===== src/rtl/io_expander_regs.svh =====
`ifndef IO_EXPANDER_REGS_SVH
`define IO_EXPANDER_REGS_SVH

// ************************************************************
// Register offsets
// ************************************************************
`define IOX_ACCESS_OFS      12'h350
`define IOX_ADDR0_OFS       12'h354
`define IOX_ADDR1_OFS       12'h358
`define IOX_IRQ_STATUS_OFS  12'h3e0
`define IOX_IRQ_MASK_OFS    12'h3e4

// ************************************************************
// Field positions
// ************************************************************
`define IOX_PIN_LSB         0
`define IOX_PIN_MSB         15
`define IOX_REFRESH_BIT     24
`define IOX_TEST_BIT        25
`define IOX_SEL_LSB         26
`define IOX_SEL_MSB         29
`define IOX_DONE_BIT        31
`define IOX_EXP0_ADDR_LSB   1
`define IOX_EXP1_ADDR_LSB   9
`define IOX_EXP2_ADDR_LSB   17
`define IOX_EXP4_ADDR_LSB   1
`define IOX_EV_DONE_BIT     0
`define IOX_EV_REFUSED_BIT  1
`define IOX_EV_TIMEOUT_BIT  2

// ************************************************************
// Select codes and reset values
// ************************************************************
`define IOX_SEL_EXP0        4'h0
`define IOX_SEL_EXP1        4'h1
`define IOX_SEL_EXP2        4'h2
`define IOX_SEL_EXP4        4'h4
`define IOX_ACCESS_RST      32'h0000_0000
`define IOX_BUS_ADDR_RST    7'h00
`define IOX_IRQ_RST         3'h0

// ************************************************************
// Timing
// ************************************************************
`define IOX_CLK_MHZ         40
`define IOX_SMB_TIMEOUT_US  35000
`define IOX_SMB_TIMEOUT_CYC (`IOX_SMB_TIMEOUT_US * `IOX_CLK_MHZ)

`endif


===== src/rtl/io_expander_pkg.sv =====
package io_expander_pkg;

    // ************************************************************
    // Sizes
    // ************************************************************
    localparam int PIN_W   = 16;
    localparam int NUM_EXP = 4;
    localparam int EV_W    = 3;

    // ************************************************************
    // Transaction engine
    // ************************************************************
    typedef enum logic [2:0] {
        ENG_IDLE   = 3'b001,
        ENG_WAIT   = 3'b010,
        ENG_FINISH = 3'b100
    } engine_state_type;

    typedef struct packed {
        engine_state_type   state;
        logic [31:0]        count;
        logic               smb_req;
        logic [6:0]         smb_addr;
        logic [PIN_W-1:0]   smb_wdata;
        logic               done;
        logic               timeout;
        logic [PIN_W-1:0]   rdata;
    } engine_regs_type;

    // ************************************************************
    // Register bank
    // ************************************************************
    typedef struct packed {
        logic                             waitrequest;
        logic [31:0]                      readdata;
        logic                             test_mode;
        logic [3:0]                       select;
        logic                             done_flag;
        logic [NUM_EXP-1:0][PIN_W-1:0]    pins;
        logic [NUM_EXP-1:0][PIN_W-1:0]    sw_out;
        logic [NUM_EXP-1:0][6:0]          bus_addr;
        logic [EV_W-1:0]                  irq_status;
        logic [EV_W-1:0]                  irq_mask;
        logic                             irq;
        logic                             launch;
        logic [6:0]                       launch_addr;
        logic [1:0]                       active_idx;
        logic [PIN_W-1:0]                 active_out;
    } access_regs_type;

endpackage : io_expander_pkg


===== src/rtl/expander_txn_engine.sv =====
`timescale 1ns/1ps
`include "io_expander_regs.svh"

module expander_txn_engine #(
    parameter int TIMEOUT_CYCLES = `IOX_SMB_TIMEOUT_CYC
) (
    input  wire logic                          clk_i,
    input  wire logic                          reset_i,
    input  wire logic                          start_i,
    input  wire logic [6:0]                    addr_i,
    input  wire logic [io_expander_pkg::PIN_W-1:0] wdata_i,
    input  wire logic                          smb_done_i,
    input  wire logic [io_expander_pkg::PIN_W-1:0] smb_rdata_i,
    output logic                               busy_o,
    output logic                               done_o,
    output logic                               timeout_o,
    output logic [io_expander_pkg::PIN_W-1:0]  rdata_o,
    output logic                               smb_req_o,
    output logic [6:0]                         smb_addr_o,
    output logic [io_expander_pkg::PIN_W-1:0]  smb_wdata_o
);
    import io_expander_pkg::*;

    engine_regs_type st;
    engine_regs_type next_st;

    // ************************************************************
    // Sequencer
    // ************************************************************
    // Request is held until the bus engine answers, so a lost
    // answer cannot wedge the bank: the watchdog ends the wait.
    always_comb begin
        next_st = st;
        next_st.done = 1'b0;
        next_st.timeout = 1'b0;
        case (st.state)
            ENG_IDLE: begin
                if (start_i) begin
                    next_st.state = ENG_WAIT;
                    next_st.smb_req = 1'b1;
                    next_st.smb_addr = addr_i;
                    next_st.smb_wdata = wdata_i;
                    next_st.count = '0;
                end
            end
            ENG_WAIT: begin
                next_st.count = st.count + 32'h1;
                if (smb_done_i) begin
                    next_st.rdata = smb_rdata_i;
                    next_st.done = 1'b1;
                    next_st.smb_req = 1'b0;
                    next_st.state = ENG_FINISH;
                end else if (st.count == 32'(TIMEOUT_CYCLES - 1)) begin
                    next_st.done = 1'b1;
                    next_st.timeout = 1'b1;
                    next_st.smb_req = 1'b0;
                    next_st.state = ENG_FINISH;
                end
            end
            ENG_FINISH: begin
                next_st.state = ENG_IDLE;
            end
            default: begin
                next_st.state = ENG_IDLE;
                next_st.smb_req = 1'b0;
            end
        endcase
    end

    always_ff @(posedge clk_i) begin
        if (reset_i) begin
            st <= '0;
            st.state <= ENG_IDLE;
        end else begin
            st <= next_st;
        end
    end

    assign busy_o = (st.state != ENG_IDLE);
    assign done_o = st.done;
    assign timeout_o = st.timeout;
    assign rdata_o = st.rdata;
    assign smb_req_o = st.smb_req;
    assign smb_addr_o = st.smb_addr;
    assign smb_wdata_o = st.smb_wdata;

endmodule : expander_txn_engine


===== src/rtl/io_expander_access_register.sv =====
// What this block does
// - Each of the 16 pin value bits is one pin of the chosen expander.
// - Reading pin values gives last fetched inputs and last supplied outputs.
// - Pin value writes are dropped while test mode is clear.
// - In test mode expander outputs come from software-written pin bits.
// - Input pin bits stay read-only, even in test mode.
// - Bit 25 sets test mode; core-generated outputs are then ignored.
// - Writing one to bit 24 starts a refresh transaction on the chosen expander.
// - The refresh bit clears itself and always reads zero.
// - Select bits 29:26: codes 0, 1, 2 and 4 pick expanders 0, 1, 2, 4.
// - Bit 31 is a write-one-to-clear flag set when the refresh finishes.
// - Each expander is addressed with its own seven-bit bus address.
`timescale 1ns/1ps
`include "io_expander_regs.svh"

module io_expander_access_register #(
    parameter logic [15:0] INPUT_MASK     = 16'h00ff,
    parameter int          TIMEOUT_CYCLES = `IOX_SMB_TIMEOUT_CYC
) (
    input  wire logic                      clk_i,
    input  wire logic                      reset_i,
    input  wire logic [11:0]               avs_address_i,
    input  wire logic                      avs_read_i,
    input  wire logic                      avs_write_i,
    input  wire logic [31:0]               avs_writedata_i,
    input  wire logic [3:0]                avs_byteenable_i,
    output logic [31:0]                    avs_readdata_o,
    output logic                           avs_waitrequest_o,
    output logic                           irq_o,
    input  wire logic [63:0]               core_outputs_i,
    input  wire logic                      smb_done_i,
    input  wire logic [15:0]               smb_rdata_i,
    output logic                           smb_req_o,
    output logic [6:0]                     smb_addr_o,
    output logic [15:0]                    smb_wdata_o
);
    import io_expander_pkg::*;

    // ****************************************
    // Local constants
    // ****************************************
    // Bits set in INPUT_MASK are expander inputs, the rest outputs
    // Test-mode pin writes change the stored view only; the new
    // outputs reach the expander with the next refresh
    localparam logic [PIN_W-1:0] OUT_MASK = ~INPUT_MASK;
    localparam logic [PIN_W-1:0] PIN_ZERO = 16'h0000;
    localparam int               SLOT_W   = 2;

    // ****************************************
    // Registered state
    // ****************************************
    // Slot 3 holds expander 4, the only code above 2
    access_regs_type st;
    access_regs_type next_st;

    // ****************************************
    // Engine handshake
    // ****************************************
    logic             eng_busy;
    logic             eng_done;
    logic             eng_timeout;
    logic [PIN_W-1:0] eng_rdata;

    // ****************************************
    // Bus decode
    // ****************************************
    logic        req_any;
    logic        accept;
    logic        wr_accept;
    logic        hit_access;
    logic        hit_addr0;
    logic        hit_addr1;
    logic        hit_status;
    logic        hit_mask;
    logic [31:0] cur_access;
    logic [31:0] cur_addr0;
    logic [31:0] cur_addr1;
    logic [31:0] cur_status;
    logic [31:0] cur_mask;

    // ****************************************
    // Helpers
    // ****************************************
    // Only four of the sixteen select codes name an expander
    function automatic logic sel_valid(input logic [3:0] sel);
        case (sel)
            `IOX_SEL_EXP0: sel_valid = 1'b1;
            `IOX_SEL_EXP1: sel_valid = 1'b1;
            `IOX_SEL_EXP2: sel_valid = 1'b1;
            `IOX_SEL_EXP4: sel_valid = 1'b1;
            default:       sel_valid = 1'b0;
        endcase
    endfunction : sel_valid

    // Dense slot for a valid code; reserved codes fold onto 0
    function automatic logic [SLOT_W-1:0] sel_index(input logic [3:0] sel);
        case (sel)
            `IOX_SEL_EXP1: sel_index = 2'h1;
            `IOX_SEL_EXP2: sel_index = 2'h2;
            `IOX_SEL_EXP4: sel_index = 2'h3;
            default:       sel_index = 2'h0;
        endcase
    endfunction : sel_index

    // Byte lanes left out of a write keep the register's value
    function automatic logic [31:0] be_merge(
        input logic [31:0] old_val,
        input logic [31:0] new_val,
        input logic [3:0]  be
    );
        logic [31:0] res;
        res = old_val;
        for (int b = 0; b < 4; b++) begin
            if (be[b]) begin
                res[b*8 +: 8] = new_val[b*8 +: 8];
            end
        end
        return res;
    endfunction : be_merge

    // Reserved codes have no slot behind them, so they read zero
    function automatic logic [PIN_W-1:0] pin_view(
        input logic [NUM_EXP-1:0][PIN_W-1:0] pins,
        input logic [3:0]                    sel
    );
        if (sel_valid(sel)) begin
            return pins[sel_index(sel)];
        end
        return PIN_ZERO;
    endfunction : pin_view

    // Output values the next transfer drives onto one expander
    function automatic logic [PIN_W-1:0] out_source(
        input logic             test,
        input logic [PIN_W-1:0] sw,
        input logic [PIN_W-1:0] core
    );
        // Test mode hides what the core drives
        if (test) begin
            return sw & OUT_MASK;
        end
        return core & OUT_MASK;
    endfunction : out_source

    // Inputs come from one source, outputs from another
    function automatic logic [PIN_W-1:0] merge_pins(
        input logic [PIN_W-1:0] in_val,
        input logic [PIN_W-1:0] out_val
    );
        return (in_val & INPUT_MASK) | (out_val & OUT_MASK);
    endfunction : merge_pins

    // Slice of the core's output bus that belongs to one slot
    function automatic logic [PIN_W-1:0] core_slot(
        input logic [NUM_EXP*PIN_W-1:0] bus,
        input logic [SLOT_W-1:0]        idx
    );
        return bus[idx*PIN_W +: PIN_W];
    endfunction : core_slot

    // ****************************************
    // Address decode and read images
    // ****************************************
    // Unknown offsets read as zero and ignore writes
    assign req_any    = avs_read_i || avs_write_i;
    assign accept     = req_any && !st.waitrequest;
    assign wr_accept  = accept && avs_write_i;
    assign hit_access = (avs_address_i == `IOX_ACCESS_OFS);
    assign hit_addr0  = (avs_address_i == `IOX_ADDR0_OFS);
    assign hit_addr1  = (avs_address_i == `IOX_ADDR1_OFS);
    assign hit_status = (avs_address_i == `IOX_IRQ_STATUS_OFS);
    assign hit_mask   = (avs_address_i == `IOX_IRQ_MASK_OFS);

    // The refresh bit has no storage, so it always reads zero
    assign cur_access = {st.done_flag, 1'b0, st.select, st.test_mode, 1'b0, 8'h00,
                         pin_view(st.pins, st.select)};
    assign cur_addr0  = {8'h00,
                         st.bus_addr[2], 1'b0,
                         st.bus_addr[1], 1'b0,
                         st.bus_addr[0], 1'b0};
    assign cur_addr1  = {24'h000000, st.bus_addr[3], 1'b0};
    assign cur_status = {{(32-EV_W){1'b0}}, st.irq_status};
    assign cur_mask   = {{(32-EV_W){1'b0}}, st.irq_mask};

    // ****************************************
    // Transaction engine
    // ****************************************
    // One transfer at a time; a refresh that finds it busy is refused.
    // Core outputs are sampled at launch, not tracked in flight.
    // Read data is held from the done pulse until the next answer replaces it.
    expander_txn_engine #(
        .TIMEOUT_CYCLES (TIMEOUT_CYCLES)
    ) u_expander_txn_engine (
        .clk_i       (clk_i),
        .reset_i     (reset_i),
        .start_i     (st.launch),
        .addr_i      (st.launch_addr),
        .wdata_i     (st.active_out),
        .smb_done_i  (smb_done_i),
        .smb_rdata_i (smb_rdata_i),
        .busy_o      (eng_busy),
        .done_o      (eng_done),
        .timeout_o   (eng_timeout),
        .rdata_o     (eng_rdata),
        .smb_req_o   (smb_req_o),
        .smb_addr_o  (smb_addr_o),
        .smb_wdata_o (smb_wdata_o)
    );

    // ****************************************
    // Next-state logic
    // ****************************************
    always_comb begin
        logic [31:0]       wv;
        logic [3:0]        new_sel;
        logic              new_test;
        logic [SLOT_W-1:0] idx;
        logic [PIN_W-1:0]  pin_new;
        logic              ev_done;
        logic              ev_refused;
        logic              ev_timeout;
        wv             = 32'h0000_0000;
        new_sel        = st.select;
        new_test       = st.test_mode;
        idx            = st.active_idx;
        pin_new        = PIN_ZERO;
        ev_done        = 1'b0;
        ev_refused     = 1'b0;
        ev_timeout     = 1'b0;
        next_st        = st;
        next_st.launch = 1'b0;

        // One wait cycle per request; the answer stands for one edge.
        // Writes take effect at the edge that sees waitrequest low.
        if (req_any && st.waitrequest) begin
            next_st.waitrequest = 1'b0;
            if (hit_access) begin
                next_st.readdata = cur_access;
            end else if (hit_addr0) begin
                next_st.readdata = cur_addr0;
            end else if (hit_addr1) begin
                next_st.readdata = cur_addr1;
            end else if (hit_status) begin
                next_st.readdata = cur_status;
            end else if (hit_mask) begin
                next_st.readdata = cur_mask;
            end else begin
                next_st.readdata = 32'h0000_0000;
            end
        end else if (!st.waitrequest) begin
            next_st.waitrequest = 1'b1;
        end

        // Access register: mode, select, pins and the refresh strobe
        if (wr_accept && hit_access) begin
            wv       = be_merge(cur_access, avs_writedata_i, avs_byteenable_i);
            new_test = wv[`IOX_TEST_BIT];
            new_sel  = wv[`IOX_SEL_MSB:`IOX_SEL_LSB];
            idx      = sel_index(new_sel);
            next_st.test_mode = new_test;
            next_st.select    = new_sel;
            // Pin writes count only in test mode and only on outputs
            if (new_test && sel_valid(new_sel)) begin
                pin_new             = wv[`IOX_PIN_MSB:`IOX_PIN_LSB];
                next_st.sw_out[idx] = pin_new & OUT_MASK;
                next_st.pins[idx]   = merge_pins(st.pins[idx], pin_new);
            end
            if (avs_byteenable_i[3] && avs_writedata_i[`IOX_DONE_BIT]) begin
                next_st.done_flag = 1'b0;
            end
            // The strobe is never stored, which makes it self-clearing
            if (wv[`IOX_REFRESH_BIT]) begin
                if (sel_valid(new_sel) && !eng_busy && !st.launch) begin
                    next_st.launch      = 1'b1;
                    next_st.launch_addr = st.bus_addr[idx];
                    next_st.active_idx  = idx;
                    next_st.active_out  = out_source(new_test, next_st.sw_out[idx],
                                                     core_slot(core_outputs_i, idx));
                end else begin
                    ev_refused = 1'b1;
                end
            end
        end

        // Address registers: seven bits per expander, bit 0 unused
        if (wr_accept && hit_addr0) begin
            wv                  = be_merge(cur_addr0, avs_writedata_i, avs_byteenable_i);
            next_st.bus_addr[0] = wv[`IOX_EXP0_ADDR_LSB +: 7];
            next_st.bus_addr[1] = wv[`IOX_EXP1_ADDR_LSB +: 7];
            next_st.bus_addr[2] = wv[`IOX_EXP2_ADDR_LSB +: 7];
        end
        if (wr_accept && hit_addr1) begin
            wv                  = be_merge(cur_addr1, avs_writedata_i, avs_byteenable_i);
            next_st.bus_addr[3] = wv[`IOX_EXP4_ADDR_LSB +: 7];
        end

        // Event status is write-one-to-clear; the mask is plain storage
        if (wr_accept && hit_status && avs_byteenable_i[0]) begin
            next_st.irq_status = st.irq_status & ~avs_writedata_i[EV_W-1:0];
        end
        if (wr_accept && hit_mask) begin
            wv               = be_merge(cur_mask, avs_writedata_i, avs_byteenable_i);
            next_st.irq_mask = wv[EV_W-1:0];
        end

        // Completion lands after the writes so that a set beats a clear.
        // Timeouts still set the flag so software never waits forever.
        if (eng_done) begin
            ev_done           = 1'b1;
            next_st.done_flag = 1'b1;
            if (eng_timeout) begin
                // A lost answer leaves the stored pins as they were
                ev_timeout = 1'b1;
            end else begin
                next_st.pins[st.active_idx] = merge_pins(eng_rdata, st.active_out);
            end
        end
        next_st.irq_status = next_st.irq_status | {ev_timeout, ev_refused, ev_done};
        next_st.irq        = |(next_st.irq_status & next_st.irq_mask);
    end

    // ****************************************
    // State register
    // ****************************************
    // Only the bus handshake leaves reset at a non-zero level
    always_ff @(posedge clk_i) begin
        if (reset_i) begin
            st             <= '0;
            st.waitrequest <= 1'b1;
            st.readdata    <= `IOX_ACCESS_RST;
            st.bus_addr    <= {NUM_EXP{`IOX_BUS_ADDR_RST}};
            st.irq_status  <= `IOX_IRQ_RST;
            st.irq_mask    <= `IOX_IRQ_RST;
        end else begin
            st <= next_st;
        end
    end

    // ****************************************
    // Outputs, all straight from the state register
    // ****************************************
    assign avs_readdata_o    = st.readdata;
    assign avs_waitrequest_o = st.waitrequest;
    assign irq_o             = st.irq;

endmodule : io_expander_access_register


===== config.mk =====
export PLATFORM = sky130hd
export DESIGN_NAME = io_expander_access_register
export DESIGN_NICKNAME = d
export VERILOG_FILES = /design/src/rtl/io_expander_pkg.sv /design/src/rtl/expander_txn_engine.sv /design/src/rtl/io_expander_access_register.sv
export VERILOG_INCLUDE_DIRS = /design/src /design/src/rtl
export SDC_FILE = /design/constraint.sdc
export NUM_CORES = 1
export LEC_CHECK = 0
export BUFFER_PORTS_ARGS = -buffer_cell sky130_fd_sc_hd__buf_2
export CORE_AREA = 3 3 141 143
export CTS_CLUSTER_DIAMETER = 40
export DETAILED_ROUTE_END_ITERATION = 7
export DIE_AREA = 0 0 144 146
export PLACE_DENSITY_LB_ADDON = 0.15
export SYNTH_ARGS = -nofsm -noshare
export SYNTH_HDL_FRONTEND = slang
export SYNTH_SLANG_ARGS = --single-unit

===== constraint.sdc =====
create_clock -name clk_i -period 3.25 [get_ports clk_i]
set_input_delay 0.8125 -clock clk_i [delete_from_list [all_inputs] [get_ports clk_i]]
set_output_delay 0.8125 -clock clk_i [all_outputs]
set_load 0.005 [all_outputs]

# [Yosys cells after proc, flatten, opt, wreduce, memory -nomap -nowiden]
# Cells that the tools add are included.
[classes] magnitude_cmp=5 mul=0 div_mod_pow=0 mux=69 n_reduce_logical=41 bitwise_logic=10 n_eq_ne=18 addsub=1 n_shift=1
[op_table] operator="$mux W128" count=2
[op_table] operator="$bwmux W64" count=3
[op_table] operator="$mux W129" count=1
[op_table] operator="$mux W16" count=8
[op_table] operator="$mux W32" count=4
[op_table] operator="$bmux W16 S2" count=3
[op_table] operator="$mux W65" count=1
[op_table] operator="$demux W16 S2" count=2
[op_table] operator="$mux W64" count=1
[op_table] operator="$pmux W32 S2" count=1
[op_table] operator="$shiftx A64 B7 Y16" count=1
[op_table] operator="$eq A12 B10 Y1 const B" count=5
[op_table] operator="$mux W59" count=1
[op_table] operator="$add A32 B1 Y32 const B" count=1
[op_table] operator="$eq A32 B21 Y1 const B" count=1
[op_table] operator="$or A8 B16 Y16" count=2
[op_table] operator="$mux W26" count=1
[op_table] operator="$mux W8" count=3
[op_table] operator="$mux W1" count=21
[op_table] operator="$mux W3" count=6
[op_table] operator="$reduce_and A2 Y1" count=9
[op_table] operator="$logic_and A1 B1 Y1" count=15
[op_table] operator="$bmux W7 S2" count=1
[op_table] operator="$mux W6" count=2
[op_table] operator="28 further kinds" count=50
[totals] latchBits=0 memories=0 rom_bits=0 ff_bits=297 ramBits=0

# [Logic depth before layout (Yosys ltp)]
[depth] ltp_word=20 mapped_depth=9 ltp_nobuf=7

# [By module]
# A second synthesis with hierarchy kept.
[unflattened] cells_unflattened=1499 hier_area_um2=12045.3
[modules_own_cells] module="io_expander_access_register" cells_each=1042 area_each_um2=8320.5 n_inst=1
[modules_own_cells] module="expander_txn_engine" cells_each=457 area_each_um2=3724.8 n_inst=1

# [Worst setup path before layout]
# No wires, ideal clock.
[synth_timing] path_type="input to register" from="in avs_address_i[5]" to="reg st[153] (netlist name)" required_ps=3116 path_buffers=1 arrival_time_ps=2744 stages=6 path_slack_ps=372 setup_ps=134 cell_sequence="or4b_1 or4_4 buf_6 nor3_4 mux2i_1 o22ai_1"
[synth_via] elab_chain_len=6
[synth_lines] element="start, declared" line="io_expander_access_register.sv:22" source="input wire logic [11:0] avs_address_i,"
[synth_lines] element="$eq A12 B10 Y1 (no source line) (*)"
[synth_lines] element="$logic_and A1 B1 Y1 (*)" line="io_expander_access_register.sv:255" source="if (wr_accept && hit_access) begin"
[synth_lines] element="$mux W129 (*)" line="io_expander_access_register.sv:255"
[synth_lines] element="$bwmux W64" line="io_expander_access_register.sv:315" source="next_st.pins[st.active_idx] = merge_pins(eng_rdata, st.active_out);"
[synth_lines] element="$mux W64" line="io_expander_access_register.sv:311" source="if (eng_timeout) begin"
[synth_lines] element="$mux W65 (*)" line="io_expander_access_register.sv:308" source="if (eng_done) begin"
[synth_lines] element="end signal, assigned" line="io_expander_access_register.sv:335" source="st <= next_st;"
[synth_lines] element="end, declared" line="io_expander_access_register.sv:53" source="access_regs_type st;"
# Every way passes the cells marked *; elsewhere a longest branch is shown, timed or not. The select of a mux whose other input is x is not followed.
# A chain may end at the register's enable or synchronous reset.

# [Final worst setup path]
[layout_timing] from="reg st, in the netlist cur_access[28]" to="reg st[133] (netlist name)"
[layout_via] elab_chain_len=17 elab_cells_between_ends=40 cone_classes="order compare (2); eq/ne (6); mux (25); bitwise (1); reduce/logical (6)"
[layout_lines] element="$eq A4 B3 Y1, or another cell as far along" line="io_expander_access_register.sv:86, io_expander_access_register.sv:97"
[layout_lines] element="$pmux W2 S3" line="io_expander_access_register.sv:97" source="case (sel)"
[layout_lines] element="$mux W2" line="io_expander_access_register.sv:126" source="if (sel_valid(sel)) begin"
[layout_lines] element="$bmux W16 S2" line="io_expander_access_register.sv:127" source="return pins[sel_index(sel)];"
[layout_lines] element="$mux W16 (not written as such)" line="io_expander_access_register.sv:127"
[layout_lines] element="$mux W16" line="io_expander_access_register.sv:126"
[layout_lines] element="$mux W16" line="io_expander_access_register.sv:129" source="return PIN_ZERO;"
[layout_lines] element="$mux W8" line="io_expander_access_register.sv:114" source="if (be[b]) begin"
[layout_lines] element="$mux W8" line="io_expander_access_register.sv:255"
[layout_lines] element="$or A8 B16 Y16" line="io_expander_access_register.sv:150" source="return (in_val & INPUT_MASK) | (out_val & OUT_MASK);"
[layout_lines] element="$bwmux W64" line="io_expander_access_register.sv:266" source="next_st.pins[idx] = merge_pins(st.pins[idx], pin_new);"
[layout_lines] element="$mux W128 (*)" line="io_expander_access_register.sv:263" source="if (new_test && sel_valid(new_sel)) begin"
[layout_lines] element="$mux W128 (*)" line="io_expander_access_register.sv:255"
[layout_lines] element="$mux W129 (*)" line="io_expander_access_register.sv:255"
[layout_lines] element="$bwmux W64" line="io_expander_access_register.sv:315"
[layout_lines] element="$mux W64" line="io_expander_access_register.sv:311"
[layout_lines] element="$mux W65 (*)" line="io_expander_access_register.sv:308"
# Marked as above.

==> results.tsv <==
metric	value	unit
ant_nets	0	
cp-end-kind	flop	
ctsHoldBuffers	0	
synth_edf_count	0	
drc	0	
wl_per_cell	18.36	µm
cp-start-kind	flop	
drt_iter0_markers	880	
maxSlewViolCount	0	
critical_path_class	flop to flop	
numClockSinks	215	
clock.fmax	0.3615	GHz
fin_cells	1629	
layout_common_cells	dfxtp_1 (215), nand2_1 (202), nor2_1 (158)	
drive_above_1_share	19.50	%
crit_required	3.70	ns
synthesis.instances	1281	
p_per_area	521.1	nW/µm²
outcome	finished, final reports clean	
yosysUniqueCellTypes	70	
hold_violations	0	
worst_slew_pin_slew	0.9160	ns
numCtsBuffers	30	
placed_cell_area	11100	µm²
die_area	21020	µm²
vias	9575	
start_util	56.01	%
core_area	18710	µm²
max_cap_viol_count	0	
nFillCells	1677	
netlist_area	10480	µm²
routed_wl	29920	µm
setup_tns	0	ns
peakVddDrop	389.2	µV
post-route-period-util	85.12	%
final_area	12160	µm²
insertion_delay	0.54	ns
period_needed	2.766	ns
die_w	144	µm
clockRootBuffer	clkbuf_16	
holdWs	0.4481	ns
path_clk_slew	0.06	ns
avgSynthCellArea	8.179	µm²
timing.slew.headroom	37.97	%
ys_dominant_reg_cell	dfxtp_1	
cts_setup_buffers	0	
leakage	0.004686	µW
ys_async_sr_fraction	0	%
worstPathArrival	3.22	ns
yosysWarnings	0	
place_ws	0.05667	ns
ys_seq_area_share	41.08	%
final_nets	1505	
finalClockSkew	0.01175	ns
die_h	146	µm
fin_ws	0.4836	ns
ys_seq_elements	215	
cts.htree.levels	1	
dp_cells	1573	
dr.pass1.iters	7	
antenna_found_initial	0	
hpwl	21790	µm
gp_congestion	0.8680	
final_common_cell	dfxtp_1	
min_path_type	flop to flop	
io_buffers	137	
diodes	0	
finalSetupViolCount	0	
vias_per_cell	5.878	
clock_path_buffers	3	
grt_max_degree	61	
grt_pass1_vias	8758	
fp-row-count	50	
crit_fanout	8	
io_pins	191	
tritoncts	built	
rsz0062_at_grt	false	
area_delta_synth_final	16.10	%
overflow	0	
grt_pass1_wl	46790	µm
cts_resized	0	
track_usage	27.49	%
-- synthesized netlist by cell type, types with 8 or more instances --
cell      count  area, µm²
dfxtp_1     215       4304
nand2_1     202      758.2
nor2_1      158      593.1
a21oi_1     113      565.5
mux2i_1      84      840.8
clkbuf_1     68      255.2
buf_4        58      435.4
nand3_1      31      155.2
a211oi_1     26      195.2
o22ai_1      24      150.1
o21ai_0      22      110.1
nor3_1       20      100.1
nand2b_1     19      118.9
o211ai_1     14      105.1
a22oi_1      13      97.59
inv_1        13      48.80
a221oi_1     11      96.34
nand4_1      11      68.82
or3_1        11      68.82
nor2b_1       9      56.30
a31oi_1       8      50.05
nor4_1        8      50.05
o21a_1        8      60.06
-- flip-flops by register name, summed over array words and instances, names as in the netlist, 3 cells and up --
signal and count:
cur_addr0 21, cur_addr1 7, u_expander_txn_engine.st 35, cur_status 3, st 83, cur_access 6
avs_readdata_o 29, u_expander_txn_engine.smb_addr_o 7, u_expander_txn_engine.rdata_o 8, u_expander_txn_engine.smb_wdata_o 8, cur_mask 3
-- report_power, final --
| group | internal [µW] | switching [µW] | total [µW] |
|---|---|---|---|
| registers | 2650 | 8.68 | 2660 |
| clock network | 2100 | 1280 | 3380 |
| logic | 111 | 187 | 298 |
-- layout make-up --
cell class                      instances  area, µm²  area share (%)
Clock buffer                           36      834.6           6.861
Tap cell                              234      292.8           2.407
Inverter                               13      48.80          0.4012
Sequential cell                       215       4304           35.38
Multi-Input combinational cell        921       5369           44.14
Clock inverter                         20      225.2           1.851
Timing Repair Buffer                  190       1090           8.959
-- worst max-delay path: stages, from the launching register on --
cell and delay [ns]:
dfxtp_1 0.38, nor2b_1 0.18, o311ai_1 0.79, a222oi_1 0.28, buf_4 0.20, a21oi_1 0.43
nand2_1 0.14, a311oi_2 0.27
-- cell families after synthesis --
logic type,synth area share [%]
AND/OR/NAND/NOR,22.24
AO/OA/AOI/OAI,19.43
flip-flops,41.08
buffers and inverters,8.072
multiplexers,8.670
adder cells (fa/ha/maj),0.3105
XOR/XNOR,0.1672
other,0.03579
-- per-stage QoR --
stage / total power (µW) / utilization, %
2_1_floorplan: 2895 / -
3_3_place_gp: 3007 / 59.36
3_5_place_dp: 3009 / 59.36
4_1_cts: 6361 / 65.03
5_1_grt: 6532 / 65.03
6_report: 6338 / 65.03
-- worst paths after layout --
kind	startpoint	endpoint	slack [ns]	cells after the start
setup / recovery	cur_access[28]	st[133]	0.48	7
hold / removal	avs_readdata_o[22]	avs_readdata_o[22]	0.45	2
setup reg to reg	cur_access[28]	st[133]	0.48	7
hold reg to reg	avs_readdata_o[22]	avs_readdata_o[22]	0.45	2
-- routing by layer --
layer,GRT usage [%],up-vias,share of wire [%]
li1,-,4682,-
met1,39.19,4501,44
met2,42.95,327,47
met3,3.648,65,6.1
met4,9.134,0,3.2
met5,0,-,0
Note: power is estimated with default switching activity, not from simulation.
